## config.mk

```make
export PLATFORM = sky130hd
export DESIGN_NAME = wcd_write_path
export DESIGN_NICKNAME = d
export VERILOG_FILES = /design/src/wcd_pkg.sv /design/src/wcd_write_path.sv
export VERILOG_INCLUDE_DIRS = /design/src
export SDC_FILE = /design/constraint.sdc
export NUM_CORES = 1
export LEC_CHECK = 0
export ABC_AREA = 1
export ABC_CLOCK_PERIOD_IN_PS = 13800
export BUFFER_PORTS_ARGS = -buffer_cell sky130_fd_sc_hd__clkbuf_2
export CAP_MARGIN = 20
export CORE_MARGIN = 10
export CORE_UTILIZATION = 25
export DETAILED_ROUTE_END_ITERATION = 8
export PLACE_DENSITY = 0.53
export SLEW_MARGIN = 20
export SYNTH_ARGS = -nofsm -noshare
export SYNTH_HDL_FRONTEND = slang
export SYNTH_SLANG_ARGS = --single-unit
```

## constraint.sdc

```tcl
create_clock -name mclk -period 13.8 [get_ports mclk]
set_input_delay 0.69 -clock mclk [delete_from_list [all_inputs] [get_ports mclk]]
set_output_delay 0.69 -clock mclk [all_outputs]
set_load 0.02 [all_outputs]
```

## src/wcd_defs.svh

```systemverilog
// Constants of the write check, inversion and mask path.
// Assumes: included by its bare name from the package and the design.
`ifndef WCD_DEFS_SVH
`define WCD_DEFS_SVH

// -----------------------------------------------------------------
// Register byte offsets
// -----------------------------------------------------------------
`define WCD_OFS_MODE_ONE   12'h000
`define WCD_OFS_MODE_FIVE  12'h004
`define WCD_OFS_READOUT3   12'h008
`define WCD_OFS_CONTROL    12'h00C
`define WCD_OFS_STATUS     12'h010

// -----------------------------------------------------------------
// Field positions
// -----------------------------------------------------------------
`define WCD_MW1_TERM_BIT   11
`define WCD_MW5_ERR_BIT    3
`define WCD_MW5_MASK_BIT   10
`define WCD_MW5_WINV_BIT   11
`define WCD_MW5_RINV_BIT   12
`define WCD_RO3_ERR_BIT    7
`define WCD_CTL_CRCEN_BIT  0

// -----------------------------------------------------------------
// Reset values
// -----------------------------------------------------------------
`define WCD_RST_MODE_ONE   32'h0000_0000
`define WCD_RST_MODE_FIVE  32'h0000_0000
`define WCD_RST_CONTROL    32'h0000_0000

// -----------------------------------------------------------------
// Timing and check polynomial
// -----------------------------------------------------------------
`define WCD_PULSE_MIN_CK   6
`define WCD_PULSE_MAX_CK   10
`define WCD_PULSE_CK       8
`define WCD_CRC_POLY       8'h07

`endif

```

## src/wcd_pkg.sv

```systemverilog
// Types shared by the write check, inversion and mask path.
// Assumes: nothing beyond the constants header.
`include "wcd_defs.svh"

package wcd_pkg;

  // Error line driver state, one-hot
  typedef enum logic [1:0] {
    WCD_ALERT_IDLE  = 2'b01,
    WCD_ALERT_PULSE = 2'b10
  } wcd_alert_t;

  // Meaning carried by the shared per-lane pin
  typedef enum logic [1:0] {
    WCD_PIN_NONE   = 2'h0,
    WCD_PIN_MASK   = 2'h1,
    WCD_PIN_INVERT = 2'h2,
    WCD_PIN_TERM   = 2'h3
  } wcd_pin_t;

endpackage

```

## src/wcd_write_path.sv

```systemverilog
// Write data check, lane inversion and masking for one x8 byte lane.
// Assumes: one write burst is handed over in a single cycle on wrValid,
// APB master on the register port, error line pulled up outside.
//
// The APB register port and the register offsets were decided locally.
`timescale 1ns/1ps
`include "wcd_defs.svh"

// Overview of operation
// RULE_01: Chopped burst with A2 set: upper-half beats feed check, absent beats are ones.
// RULE_02: Compare own check over 72 bits with received check; signal next clock.
// RULE_03: Check errors use the shared active-low error line.
// RULE_04: Check error drives line low for six to ten clocks only.
// RULE_05: Controller tells errors apart by status read or pulse length.
// RULE_06: On check error set mode word five bit 3 and readout flag.
// RULE_07: Status bit and flag stay set until software writes bit 3 zero.
// RULE_08: Controller should reissue writes after a short error pulse.
// RULE_09: Controller measures error latency and buffers writes for replay.
// RULE_10: Controller tolerates longer low pulse when several devices report.
// RULE_11: Pulse width runs from driving low until the driver releases.
// RULE_12: Inversion only on writes; never on reads or readout.
// RULE_13: Controller enables at most one of inversion, masking, termination.
// RULE_14: Controller keeps read inversion disabled in mode word five.
// RULE_15: One pin per lane; enabled mode selects its meaning.
// RULE_16: Controller inverts bytes so fewer than half lines go low.
// RULE_17: Inversion pin low inverts the received byte; high stores unchanged.
// RULE_18: Mask enabled and pin low discards the byte; high writes it.
// RULE_19: Burst is eight beats; beat n carries byte n and pin bit n.
// RULE_20: Check and mask both on: error blocks the write, persistent mode.
// RULE_21: Check on, mask off: burst written even on a check error.
// RULE_22: Chopped with A2 set: beats four to seven take positions zero to three.
// RULE_23: Mask and inversion off: pin positions enter the check as ones.
// RULE_24: Check polynomial x^8+x^2+x+1 over the 72-bit input.
module wcd_write_path #(
  parameter int PULSE_CK = `WCD_PULSE_CK
) (
  // Clock and reset
  input  wire logic        mclk,
  input  wire logic        rst_n,
  // APB slave
  input  wire logic        psel,
  input  wire logic        penable,
  input  wire logic        pwrite,
  input  wire logic [11:0] paddr,
  input  wire logic [31:0] pwdata,
  output logic             pready,
  output logic [31:0]      prdata,
  output logic             pslverr,
  // Write burst from the link
  input  wire logic        wrValid,
  input  wire logic [63:0] wrData,
  input  wire logic [7:0]  wrLanePin,
  input  wire logic [7:0]  wrCheck,
  input  wire logic        wrChop,
  input  wire logic        wrColA2,
  // Array write port
  output logic             memWe,
  output logic [63:0]      memData,
  output logic [7:0]       memByteEn,
  // Shared open-drain error line
  input  wire logic        errLineIn,
  output logic             errLineOut,
  output logic             errLineOe
);

  // -----------------------------------------------------------------
  // Check value over 72 bits, shifted in from the top bit
  // -----------------------------------------------------------------
  function automatic logic [7:0] calcCheck(input logic [71:0] din);
    logic [7:0] acc;
    logic       fb;
    acc = 8'h00;
    for (int i = 71; i >= 0; i--) begin
      fb  = acc[7] ^ din[i];
      acc = {acc[6:0], 1'b0};
      if (fb) begin
        acc = acc ^ `WCD_CRC_POLY;
      end
    end
    return acc;
  endfunction

  // -----------------------------------------------------------------
  // Register state
  // -----------------------------------------------------------------
  logic        termEn_ff,   nxt_termEn;
  logic        errStat_ff,  nxt_errStat;
  logic        maskEn_ff,   nxt_maskEn;
  logic        winvEn_ff,   nxt_winvEn;
  logic        crcEn_ff,    nxt_crcEn;
  logic        persist_ff,  nxt_persist;
  logic        pready_ff,   nxt_pready;
  logic [31:0] prdata_ff,   nxt_prdata;
  logic        pslverr_ff,  nxt_pslverr;

  // Write pipeline and error line state
  logic        memWe_ff,    nxt_memWe;
  logic [63:0] memData_ff,  nxt_memData;
  logic [7:0]  memByteEn_ff, nxt_memByteEn;
  logic        chkBad_ff,   nxt_chkBad;
  logic        errOe_ff,    nxt_errOe;
  logic [4:0]  pulseCnt_ff, nxt_pulseCnt;
  wcd_pkg::wcd_alert_t alertSt_ff, nxt_alertSt;

  // Decoded combinational terms
  wcd_pkg::wcd_pin_t pinMode;
  logic [71:0] checkIn;
  logic        mismatch;
  logic        wrAccess;
  logic        swClrErr;

  assign wrAccess = psel & penable & pwrite & ~pready_ff;

  // -----------------------------------------------------------------
  // Meaning of the shared lane pin
  // -----------------------------------------------------------------
  // RULE_15 one pin, mode selects
  always_comb begin
    if (maskEn_ff) begin
      pinMode = wcd_pkg::WCD_PIN_MASK;
    end else if (winvEn_ff) begin
      pinMode = wcd_pkg::WCD_PIN_INVERT;
    end else if (termEn_ff) begin
      pinMode = wcd_pkg::WCD_PIN_TERM;
    end else begin
      pinMode = wcd_pkg::WCD_PIN_NONE;
    end
  end

  // -----------------------------------------------------------------
  // Check input assembly and comparison
  // -----------------------------------------------------------------
  // Bit 8*lane+beat; lane 8 is the shared pin
  always_comb begin
    checkIn = {72{1'b1}};
    for (int bt = 0; bt < 8; bt++) begin
      // RULE_01 absent beats stay one
      if (!wrChop || bt < 4) begin
        for (int ln = 0; ln < 8; ln++) begin
          // RULE_19 RULE_22 beat n, upper beats moved down
          checkIn[8*ln+bt] = wrData[8*bt+ln+((wrChop && wrColA2) ? 32 : 0)];
        end
        // RULE_23 pin bits one when unused
        if (maskEn_ff || winvEn_ff) begin
          checkIn[64+bt] = wrLanePin[bt+((wrChop && wrColA2) ? 4 : 0)];
        end
      end
    end
  end

  // RULE_24 polynomial check
  // RULE_02 compare with received
  assign mismatch = crcEn_ff & wrValid & (calcCheck(checkIn) != wrCheck);

  // -----------------------------------------------------------------
  // Data path to the array
  // -----------------------------------------------------------------
  always_comb begin
    nxt_memWe     = 1'b0;
    nxt_memData   = memData_ff;
    nxt_memByteEn = 8'h00;
    nxt_chkBad    = mismatch;
    if (wrValid) begin
      nxt_memWe = 1'b1;
      for (int bt = 0; bt < 8; bt++) begin
        nxt_memData[8*bt +: 8] = wrData[8*bt +: 8];
        nxt_memByteEn[bt]      = 1'b1;
        // RULE_17 pin low inverts byte
        // RULE_12 inversion on writes only
        if (pinMode == wcd_pkg::WCD_PIN_INVERT && !wrLanePin[bt]) begin
          nxt_memData[8*bt +: 8] = ~wrData[8*bt +: 8];
        end
        // RULE_18 pin low drops byte
        if (pinMode == wcd_pkg::WCD_PIN_MASK && !wrLanePin[bt]) begin
          nxt_memByteEn[bt] = 1'b0;
        end
        // Chopped burst writes one half only
        if (wrChop && ((bt >= 4) != wrColA2)) begin
          nxt_memByteEn[bt] = 1'b0;
        end
      end
      // RULE_20 persistent mode blocks write
      if (mismatch && maskEn_ff) begin
        nxt_memWe     = 1'b0;
        nxt_memByteEn = 8'h00;
      end
      // RULE_21 non-persistent still writes
    end
  end

  // Array write registers
  always_ff @(posedge mclk) begin
    if (!rst_n) begin
      memWe_ff     <= 1'b0;
      memData_ff   <= 64'h0000_0000_0000_0000;
      memByteEn_ff <= 8'h00;
      chkBad_ff    <= 1'b0;
    end else begin
      memWe_ff     <= nxt_memWe;
      memData_ff   <= nxt_memData;
      memByteEn_ff <= nxt_memByteEn;
      chkBad_ff    <= nxt_chkBad;
    end
  end

  // -----------------------------------------------------------------
  // Error line pulse
  // -----------------------------------------------------------------
  // RULE_11 width counted while driving
  always_comb begin
    nxt_alertSt  = alertSt_ff;
    nxt_errOe    = errOe_ff;
    nxt_pulseCnt = pulseCnt_ff;
    case (alertSt_ff)
      wcd_pkg::WCD_ALERT_IDLE: begin
        // RULE_03 shared error line
        // RULE_02 starts clock after check
        if (chkBad_ff) begin
          nxt_alertSt  = wcd_pkg::WCD_ALERT_PULSE;
          nxt_errOe    = 1'b1;
          nxt_pulseCnt = 5'(PULSE_CK - 1);
        end
      end
      wcd_pkg::WCD_ALERT_PULSE: begin
        // RULE_04 short low pulse
        if (pulseCnt_ff == 5'h00) begin
          nxt_alertSt = wcd_pkg::WCD_ALERT_IDLE;
          nxt_errOe   = 1'b0;
        end else begin
          nxt_pulseCnt = pulseCnt_ff - 5'h01;
        end
      end
      default: begin
        nxt_alertSt  = wcd_pkg::WCD_ALERT_IDLE;
        nxt_errOe    = 1'b0;
        nxt_pulseCnt = 5'h00;
      end
    endcase
  end

  // Error line registers
  always_ff @(posedge mclk) begin
    if (!rst_n) begin
      alertSt_ff  <= wcd_pkg::WCD_ALERT_IDLE;
      errOe_ff    <= 1'b0;
      pulseCnt_ff <= 5'h00;
    end else begin
      alertSt_ff  <= nxt_alertSt;
      errOe_ff    <= nxt_errOe;
      pulseCnt_ff <= nxt_pulseCnt;
    end
  end

  // -----------------------------------------------------------------
  // APB registers
  // -----------------------------------------------------------------
  assign swClrErr = wrAccess && paddr == `WCD_OFS_MODE_FIVE &&
                    !pwdata[`WCD_MW5_ERR_BIT];

  // Register next values and read answer
  always_comb begin
    nxt_termEn  = termEn_ff;
    nxt_maskEn  = maskEn_ff;
    nxt_winvEn  = winvEn_ff;
    nxt_crcEn   = crcEn_ff;
    nxt_pready  = psel & penable & ~pready_ff;
    nxt_prdata  = 32'h0000_0000;
    nxt_pslverr = 1'b0;
    if (wrAccess) begin
      case (paddr)
        `WCD_OFS_MODE_ONE: begin
          nxt_termEn = pwdata[`WCD_MW1_TERM_BIT];
        end
        `WCD_OFS_MODE_FIVE: begin
          nxt_maskEn = pwdata[`WCD_MW5_MASK_BIT];
          nxt_winvEn = pwdata[`WCD_MW5_WINV_BIT];
        end
        `WCD_OFS_CONTROL: begin
          nxt_crcEn = pwdata[`WCD_CTL_CRCEN_BIT];
        end
        `WCD_OFS_READOUT3, `WCD_OFS_STATUS: begin
          nxt_pslverr = 1'b0;
        end
        default: begin
          nxt_pslverr = 1'b1;
        end
      endcase
    end else if (psel && penable && !pready_ff) begin
      case (paddr)
        `WCD_OFS_MODE_ONE: begin
          nxt_prdata[`WCD_MW1_TERM_BIT] = termEn_ff;
        end
        `WCD_OFS_MODE_FIVE: begin
          nxt_prdata[`WCD_MW5_ERR_BIT]  = errStat_ff;
          nxt_prdata[`WCD_MW5_MASK_BIT] = maskEn_ff;
          nxt_prdata[`WCD_MW5_WINV_BIT] = winvEn_ff;
        end
        `WCD_OFS_READOUT3: begin
          // RULE_06 mirrored flag
          nxt_prdata[`WCD_RO3_ERR_BIT] = errStat_ff;
        end
        `WCD_OFS_CONTROL: begin
          nxt_prdata[`WCD_CTL_CRCEN_BIT] = crcEn_ff;
        end
        `WCD_OFS_STATUS: begin
          nxt_prdata[0] = errOe_ff;
          nxt_prdata[1] = errLineIn;
          nxt_prdata[2] = persist_ff;
        end
        default: begin
          nxt_pslverr = 1'b1;
        end
      endcase
    end
  end

  // Sticky error status, set wins over clear
  always_comb begin
    nxt_errStat = errStat_ff;
    nxt_persist = persist_ff;
    // RULE_07 held until written zero
    if (swClrErr) begin
      nxt_errStat = 1'b0;
      nxt_persist = 1'b0;
    end
    // RULE_06 set on check error
    if (mismatch) begin
      nxt_errStat = 1'b1;
      nxt_persist = persist_ff | maskEn_ff;
    end
  end

  // Register file flip-flops
  always_ff @(posedge mclk) begin
    if (!rst_n) begin
      termEn_ff  <= 1'(`WCD_RST_MODE_ONE >> `WCD_MW1_TERM_BIT);
      maskEn_ff  <= 1'b0;
      winvEn_ff  <= 1'b0;
      crcEn_ff   <= 1'b0;
      errStat_ff <= 1'b0;
      persist_ff <= 1'b0;
      pready_ff  <= 1'b0;
      prdata_ff  <= 32'h0000_0000;
      pslverr_ff <= 1'b0;
    end else begin
      termEn_ff  <= nxt_termEn;
      maskEn_ff  <= nxt_maskEn;
      winvEn_ff  <= nxt_winvEn;
      crcEn_ff   <= nxt_crcEn;
      errStat_ff <= nxt_errStat;
      persist_ff <= nxt_persist;
      pready_ff  <= nxt_pready;
      prdata_ff  <= nxt_prdata;
      pslverr_ff <= nxt_pslverr;
    end
  end

  // -----------------------------------------------------------------
  // Outputs
  // -----------------------------------------------------------------
  assign pready     = pready_ff;
  assign prdata     = prdata_ff;
  assign pslverr    = pslverr_ff;
  assign memWe      = memWe_ff;
  assign memData    = memData_ff;
  assign memByteEn  = memByteEn_ff;
  assign errLineOe  = errOe_ff;  // Open drain: only ever pulls low
  assign errLineOut = 1'b0;

endmodule

```

After elaboration in Yosys (flattened, before gate mapping)

Index checks and enable logic that the tools add are counted.

Bits in registers: 122
Bits in latches: 0
Memory bits (writable): 0
ROM bits: 0
Input port bits: 133
Output and inout bits: 109
Memories kept: 0

Add/sub/neg operators: 71
Multiply operators: 0
Div/mod/pow operators: 0
Magnitude comparators: 72
Equality and inequality tests: 12
Shift-type cells: 0
Multiplexer cells: 371
Bitwise operators: 165
Reductions and logical operators: 50

Operator list:

| cell                                                        | count |
|---|---|
| less-than comparator 32 x 8 -> 1 bit, second input constant | 63 |
| adder 7 x 32 -> 32 bit, first input constant                | 31 |
| adder 6 x 32 -> 32 bit, first input constant                | 16 |
| binary-select mux 1 bit (select 6 bit)                      | 64 |
| adder 5 x 32 -> 32 bit, first input constant                | 8 |
| adder 4 x 32 -> 32 bit, first input constant                | 7 |
| less-than comparator 32 x 5 -> 1 bit, second input constant | 7 |
| two-way mux 3 bit                                           | 73 |
| NOT 3 bit                                                   | 71 |
| two-way mux 1 bit                                           | 205 |
| adder 3 x 32 -> 32 bit, first input constant                | 4 |
| bitwise XOR 1 bit                                           | 66 |
| adder 2 x 32 -> 32 bit, first input constant                | 2 |
| two-way mux 8 bit                                           | 8 |
| NOT 8 bit                                                   | 8 |
| binary-select mux 1 bit (select 3 bit)                      | 8 |
| equality test 12 x 4 -> 1 bit, second input constant        | 2 |
| logical AND 1 bit                                           | 23 |
| OR reduction 4 bit                                          | 5 |
| equality test 12 x 3 -> 1 bit, second input constant        | 1 |
| equality test 12 x 5 -> 1 bit, second input constant        | 1 |
| zero test 12 bit                                            | 1 |
| AND reduction 2 bit                                         | 6 |
| zero test 1 bit                                             | 10 |
| other kinds (24)                                            | 51 |

Longest topological paths before layout

Word-level depth: 155
Mapped depth: 61
Depth with buffers taken out: 60

Worst setup path before layout

OpenSTA, ideal clock, no wires.

Path type: in2reg
From: in wrColA2
To: reg errStat_ff
Data arrival time: 5.029 ns
Slack: 8.661 ns
Stages on the path: 56
Cells stage by stage: buf_4 -> nand3_1 -> nand2_1 -> nor2_2 -> nand3_2 -> nand2_2 -> nand2_2 -> nand2_4 -> inv_2 -> nand2_1 -> nand2_1 -> nand2_4 -> nand2_4 -> nand2_1 -> nand3_2 -> nand2_1 -> inv_2 -> nand2_1 -> (+20 left out) -> nand2_2 -> nand2_1 -> nand2_2 -> or2_1 -> nand2_1 -> nand2_1 -> nand2_2 -> nor2_1 -> inv_1 -> nand2_1 -> nand2_1 -> nand2_1 -> nor2_2 -> nand2_2 -> nand2_1 -> nand2_1 -> nand3_1 -> inv_1

Longest elaborated chain between the ends: 65

Ends and longest elaborated chain:

| item                                                           | line                                         | source |
|---|---|---|
| start, declared                                                | wcd_write_path.sv:55                         | `input wire logic wrColA2,` |
| logical AND 1 bit *                                            | wcd_write_path.sv:141, wcd_write_path.sv:145 |  |
| two-way mux 3 bit                                              | wcd_write_path.sv:145                        | `checkIn[64+bt] = wrLanePin[bt+((wrChop && wrColA2) ? 4 : 0)];` |
| adder 4 x 32 -> 32 bit                                         | wcd_write_path.sv:145                        |  |
| binary-select mux 1 bit (select 3 bit)                         | wcd_write_path.sv:145                        |  |
| two-way mux 1 bit (2 in a row)                                 | wcd_write_path.sv:145                        |  |
| two-way mux 1 bit                                              | wcd_write_path.sv:144                        | `if (maskEn_ff \|\| winvEn_ff) begin` |
| two-way mux 1 bit                                              | wcd_write_path.sv:138                        | `if (!wrChop \|\| bt < 4) begin` |
| bitwise XOR 1 bit                                              | wcd_write_path.sv:74                         | `fb = acc[7] ^ din[i];` |
| (+48 left out)                                                 | -                                            |  |
| two-way mux 3 bit                                              | wcd_write_path.sv:76                         | `if (fb) begin` |
| NOT 3 bit (no source line)                                     | -                                            |  |
| two-way mux 3 bit                                              | wcd_write_path.sv:76                         |  |
| NOT 3 bit (no source line)                                     | -                                            |  |
| two-way mux 3 bit                                              | wcd_write_path.sv:76                         |  |
| inequality test 8 bit *                                        | wcd_write_path.sv:153                        | `assign mismatch = crcEn_ff & wrValid & (calcCheck(checkIn) != wrCheck);` |
| bitwise AND 1 bit *                                            | wcd_write_path.sv:153                        |  |
| two-way mux 1 bit / nonzero test 2 bit (equally long branches) | -                                            |  |
| end signal, assigned                                           | wcd_write_path.sv:350                        | `errStat_ff <= nxt_errStat;` |
| end, declared                                                  | wcd_write_path.sv:87                         | `logic errStat_ff, nxt_errStat;` |

Mark *: on every way between the ends. The rest lies on a longest branch, timed or not. The select of a mux whose other input is x is not followed.
A chain may end at the register's enable or synchronous reset.

Worst setup path after layout

From: in wrChop
To: reg memByteEn_ff[4] (netlist: memByteEn[4])

Longest elaborated chain between the ends: 66

Ends and longest elaborated chain:

| item                                   | line                                         | source |
|---|---|---|
| start, declared                        | wcd_write_path.sv:54                         | `input wire logic wrChop,` |
| logical AND 1 bit                      | wcd_write_path.sv:141, wcd_write_path.sv:145 |  |
| two-way mux 3 bit                      | wcd_write_path.sv:145                        |  |
| adder 4 x 32 -> 32 bit                 | wcd_write_path.sv:145                        |  |
| binary-select mux 1 bit (select 3 bit) | wcd_write_path.sv:145                        |  |
| two-way mux 1 bit (2 in a row)         | wcd_write_path.sv:145                        |  |
| two-way mux 1 bit                      | wcd_write_path.sv:144                        |  |
| two-way mux 1 bit                      | wcd_write_path.sv:138                        |  |
| bitwise XOR 1 bit                      | wcd_write_path.sv:74                         |  |
| (+49 left out)                         | -                                            |  |
| NOT 3 bit (no source line)             | -                                            |  |
| two-way mux 3 bit                      | wcd_write_path.sv:76                         |  |
| NOT 3 bit (no source line)             | -                                            |  |
| two-way mux 3 bit                      | wcd_write_path.sv:76                         |  |
| inequality test 8 bit                  | wcd_write_path.sv:153                        |  |
| bitwise AND 1 bit                      | wcd_write_path.sv:153                        |  |
| logical AND 1 bit                      | wcd_write_path.sv:183                        | `if (mismatch && maskEn_ff) begin` |
| OR reduction 4 bit (no source line) *  | -                                            |  |
| end signal, assigned                   | wcd_write_path.sv:201                        | `memByteEn_ff <= nxt_memByteEn;` |
| end, declared                          | wcd_write_path.sv:99                         | `logic [7:0] memByteEn_ff, nxt_memByteEn;` |

Marked as above.

==> results.md <==
* Status: complete, no violations
* Die height at 209 um
* Vias in the first global route at between 9k and 10k
* First-pass GRT wire length at between 50 and 60 mm
* Clock Sinks at 96
* Buf/Inv on CP at 4
* GR Util All Layers at about 15%
* Synth top area cells: dfxtp_1 (21%), nand2_1 (20%), nand3_1 (10%)
* CP top delay family: simple AND/OR/NAND/NOR gates
* Longest Clk Path Bufs at 2
* Mapped Cells at between 1.5k and 2k
* Power Density at approximately 330 nW/um^2
* Placer congestion estimate at about 0.85
* Period utilisation layout at between 40% and 50%
* Worst path most repeated cell: nand2_1
* Setup bufs post-CTS at 0
* Startpoint types: primary input
* Critical path class: primary input to flip-flop
* Fmax at 0.153 GHz
* Number of nets in the layout at approximately 1.8k
* Fin. Hold Viols at 0
* Critical Path AT at ~6.8 ns
* TNS Setup at 0 ns
* H-tree depth at 3
* Synth warn at 0
* Antenna violations before repair at 2
* Remaining DRCs at 0
* DRT iter0 DRCs at 449
* CTS Root Cell: clkbuf_16
* Top fanout value on the critical path at 53
* EDFF count, synth at 0
* Most used DFF post-synth: dfxtp_1
* Sw power at 2080 uW
* Vias/cell at between 4 and 5
* Crit end category: flip-flop
* Initial Utilization at ~25%
* Post-CTS resize count at 0
* Total power at roughly 3500 uW
* Hold_buf cts at 0
* Slew headroom at a little over two fifths
* Largest net degree at the start of global routing at slightly below 80
* Clock-pin slew on the worst setup and hold paths at about 0.07 ns
* Final Setup Violations at 0
* Flop pwr share at a little under a tenth
* Ant diodes at 0
* DRT Wirelength at around 33 mm
* Int Pwr at ~1400 uW
* Die Wd at around 210 um
* Combinational group share of total power at ~83%
* Post-DP HPWL at approximately 26 mm
* Fraction of layout cells with a size suffix above 1 at approximately 22%
* Cell taking the most area after synthesis: dfxtp_1
* CTS tree: yes
* Fin. max-slew vios at 0
* Clk pwr share at under 10%
* Final clock skew at ~0.021 ns
* Avg Cell Area, Syn at ~5.9 um^2
* Mapped Area at a little under 9000 um^2
* Detail Route Antenna Nets at 0
* Area share of the largest cell type after synthesis at about 21%
* Via count at between 9k and 10k
* Wire per inst at approximately 15 um
* Switching Share at 60.1%
* Yosys reg bits at between 90 and 100
* Clk_lat worst skew at 0.39 ns
* Minimum clock period at about 6.5 ns
* Unique cell type count in the Yosys netlist at a little over 40
* CP max stage delay at between 0.4 and 0.5 ns
* Rows at 69
* Worst EP required at 14.09 ns
* Input/output buffers at roughly 190
* Register area share after synthesis at between 20 and 25%
* Setup repair after global routing missed its margin: no
* Most frequent cells in the layout: nand2_1 (486), nand3_1 (186), clkbuf_2 (186)
* # Max-Cap Violations at 0
* Core box area at 35400 um^2
* CP max stage cell: buf_4
* Hold crit path type: flip-flop to flip-flop
* Most common cell after layout, fill and taps aside: nand2_1
* Worst Tran Pin Value at between 0.8 and 0.9 ns
* Max VDD drop at 0.000199 V
* Pleak at ~0.0057 uW
* CTS buffer count at 9
* Initial DRT Pass Iterations at 4
* GRT overflow at 0
* Die Footprint at ~44000 um^2
* # IOs at 242
* Async SR Flop Fraction at 0%
* Layout area overhead at 17.8%
[metrics by stage]
stage	std cells	setup slack (ns)	hold WS [ns]	area [um^2]	utilization, %
floorplan	1551	8.66	0.416	9040	-
global placement	2141	6.97	0.446	10200	28.8
detailed placement	2141	6.89	0.447	10200	28.8
CTS	2157	7.28	0.459	10500	29.8
global route	2157	6.37	0.488	10500	29.8
finish	2157	7.28	0.456	10500	29.8
[final timing paths]
check	start	endpoint	slack, ns	cells after the start
worst max-delay path	wrChop	memByteEn[4]$_SDFF_PP0_	7.28	54
worst min register to register	termEn_ff$_SDFFE_PN0P_	termEn_ff$_SDFFE_PN0P_	0.46	2
worst min-delay path	termEn_ff$_SDFFE_PN0P_	termEn_ff$_SDFFE_PN0P_	0.46	2
worst max register to register	maskEn_ff$_SDFFE_PN0P_	memByteEn[4]$_SDFF_PP0_	7.84	52
[sequential cells by signal, summed over array words and instances, names as in the netlist]
name and count:
memWe 1, errStat_ff 1, chkBad_ff 1, pready 1, crcEn_ff 1, pulseCnt_ff 5
memData 64, prdata 7, maskEn_ff 1, memByteEn 8, termEn_ff 1, persist_ff 1
winvEn_ff 1, errLineOe 1, alertSt_ff 1, pslverr 1
[power groups by stage]
| stage | clock [uW] | combinational, uW | sequential, uW |
|---|---|---|---|
| 2_1_floorplan | 0 | 2320 | 338 |
| 3_5_place_dp | 0 | 2860 | 320 |
| 3_3_place_gp | 0 | 2790 | 319 |
| 4_1_cts | 298 | 2870 | 313 |
| 5_1_grt | 305 | 3340 | 316 |
| 6_report | 287 | 2860 | 313 |
[cells in the mapped netlist, types with 15 or more instances]
master and n:
o21ai_0 97, inv_2 31, clkbuf_1 28, a21oi_1 75, nand3_1 186, inv_1 156
buf_4 28, xor2_1 74, nor2_1 74, dfxtp_1 96, nand3_2 28, or2_2 15
nand2_1 486, nand2_2 72
[layout make-up]
cell class / instances / area [um^2]
clock inverters: 6 / 81.3
multi-input cells: 1204 / 6030
repair buffers: 191 / 968
fillers: 3991 / 24900
clock buffers: 10 / 239
well taps: 461 / 577
flip-flops and latches: 96 / 1920
inverters: 189 / 712
[per-layer routing]
layer	GRT usage, %	part of all wire, %
met1	19.2	48
met2	23.5	44
met3	2.76	5.9
met4	5.28	2.3
met5	0	0.031
[cells by family (layout without fill, tap and decap cells)]
logic type	count (synthesis)	count (layout)	synth area share, %
AO/OA/AOI/OAI	182	182	10.4
adder cells (fa/ha/maj)	3	3	0.420
buffers and inverters	251	396	12.1
flip-flops	96	96	21.5
XOR/XNOR	76	76	7.44
AND/OR/NAND/NOR	915	915	47.9
other	1	26	0.0419
multiplexers	2	2	0.224
[worst register-to-register path, delay by kind of cell (launching register included)]
family / cells / cell delay [ns]
AND/OR/NAND/NOR: 48 / 5.10
flip-flops: 1 / 0.40
buffers and inverters: 4 / 0.36
No activity file was read; power rests on OpenSTA's default activity.
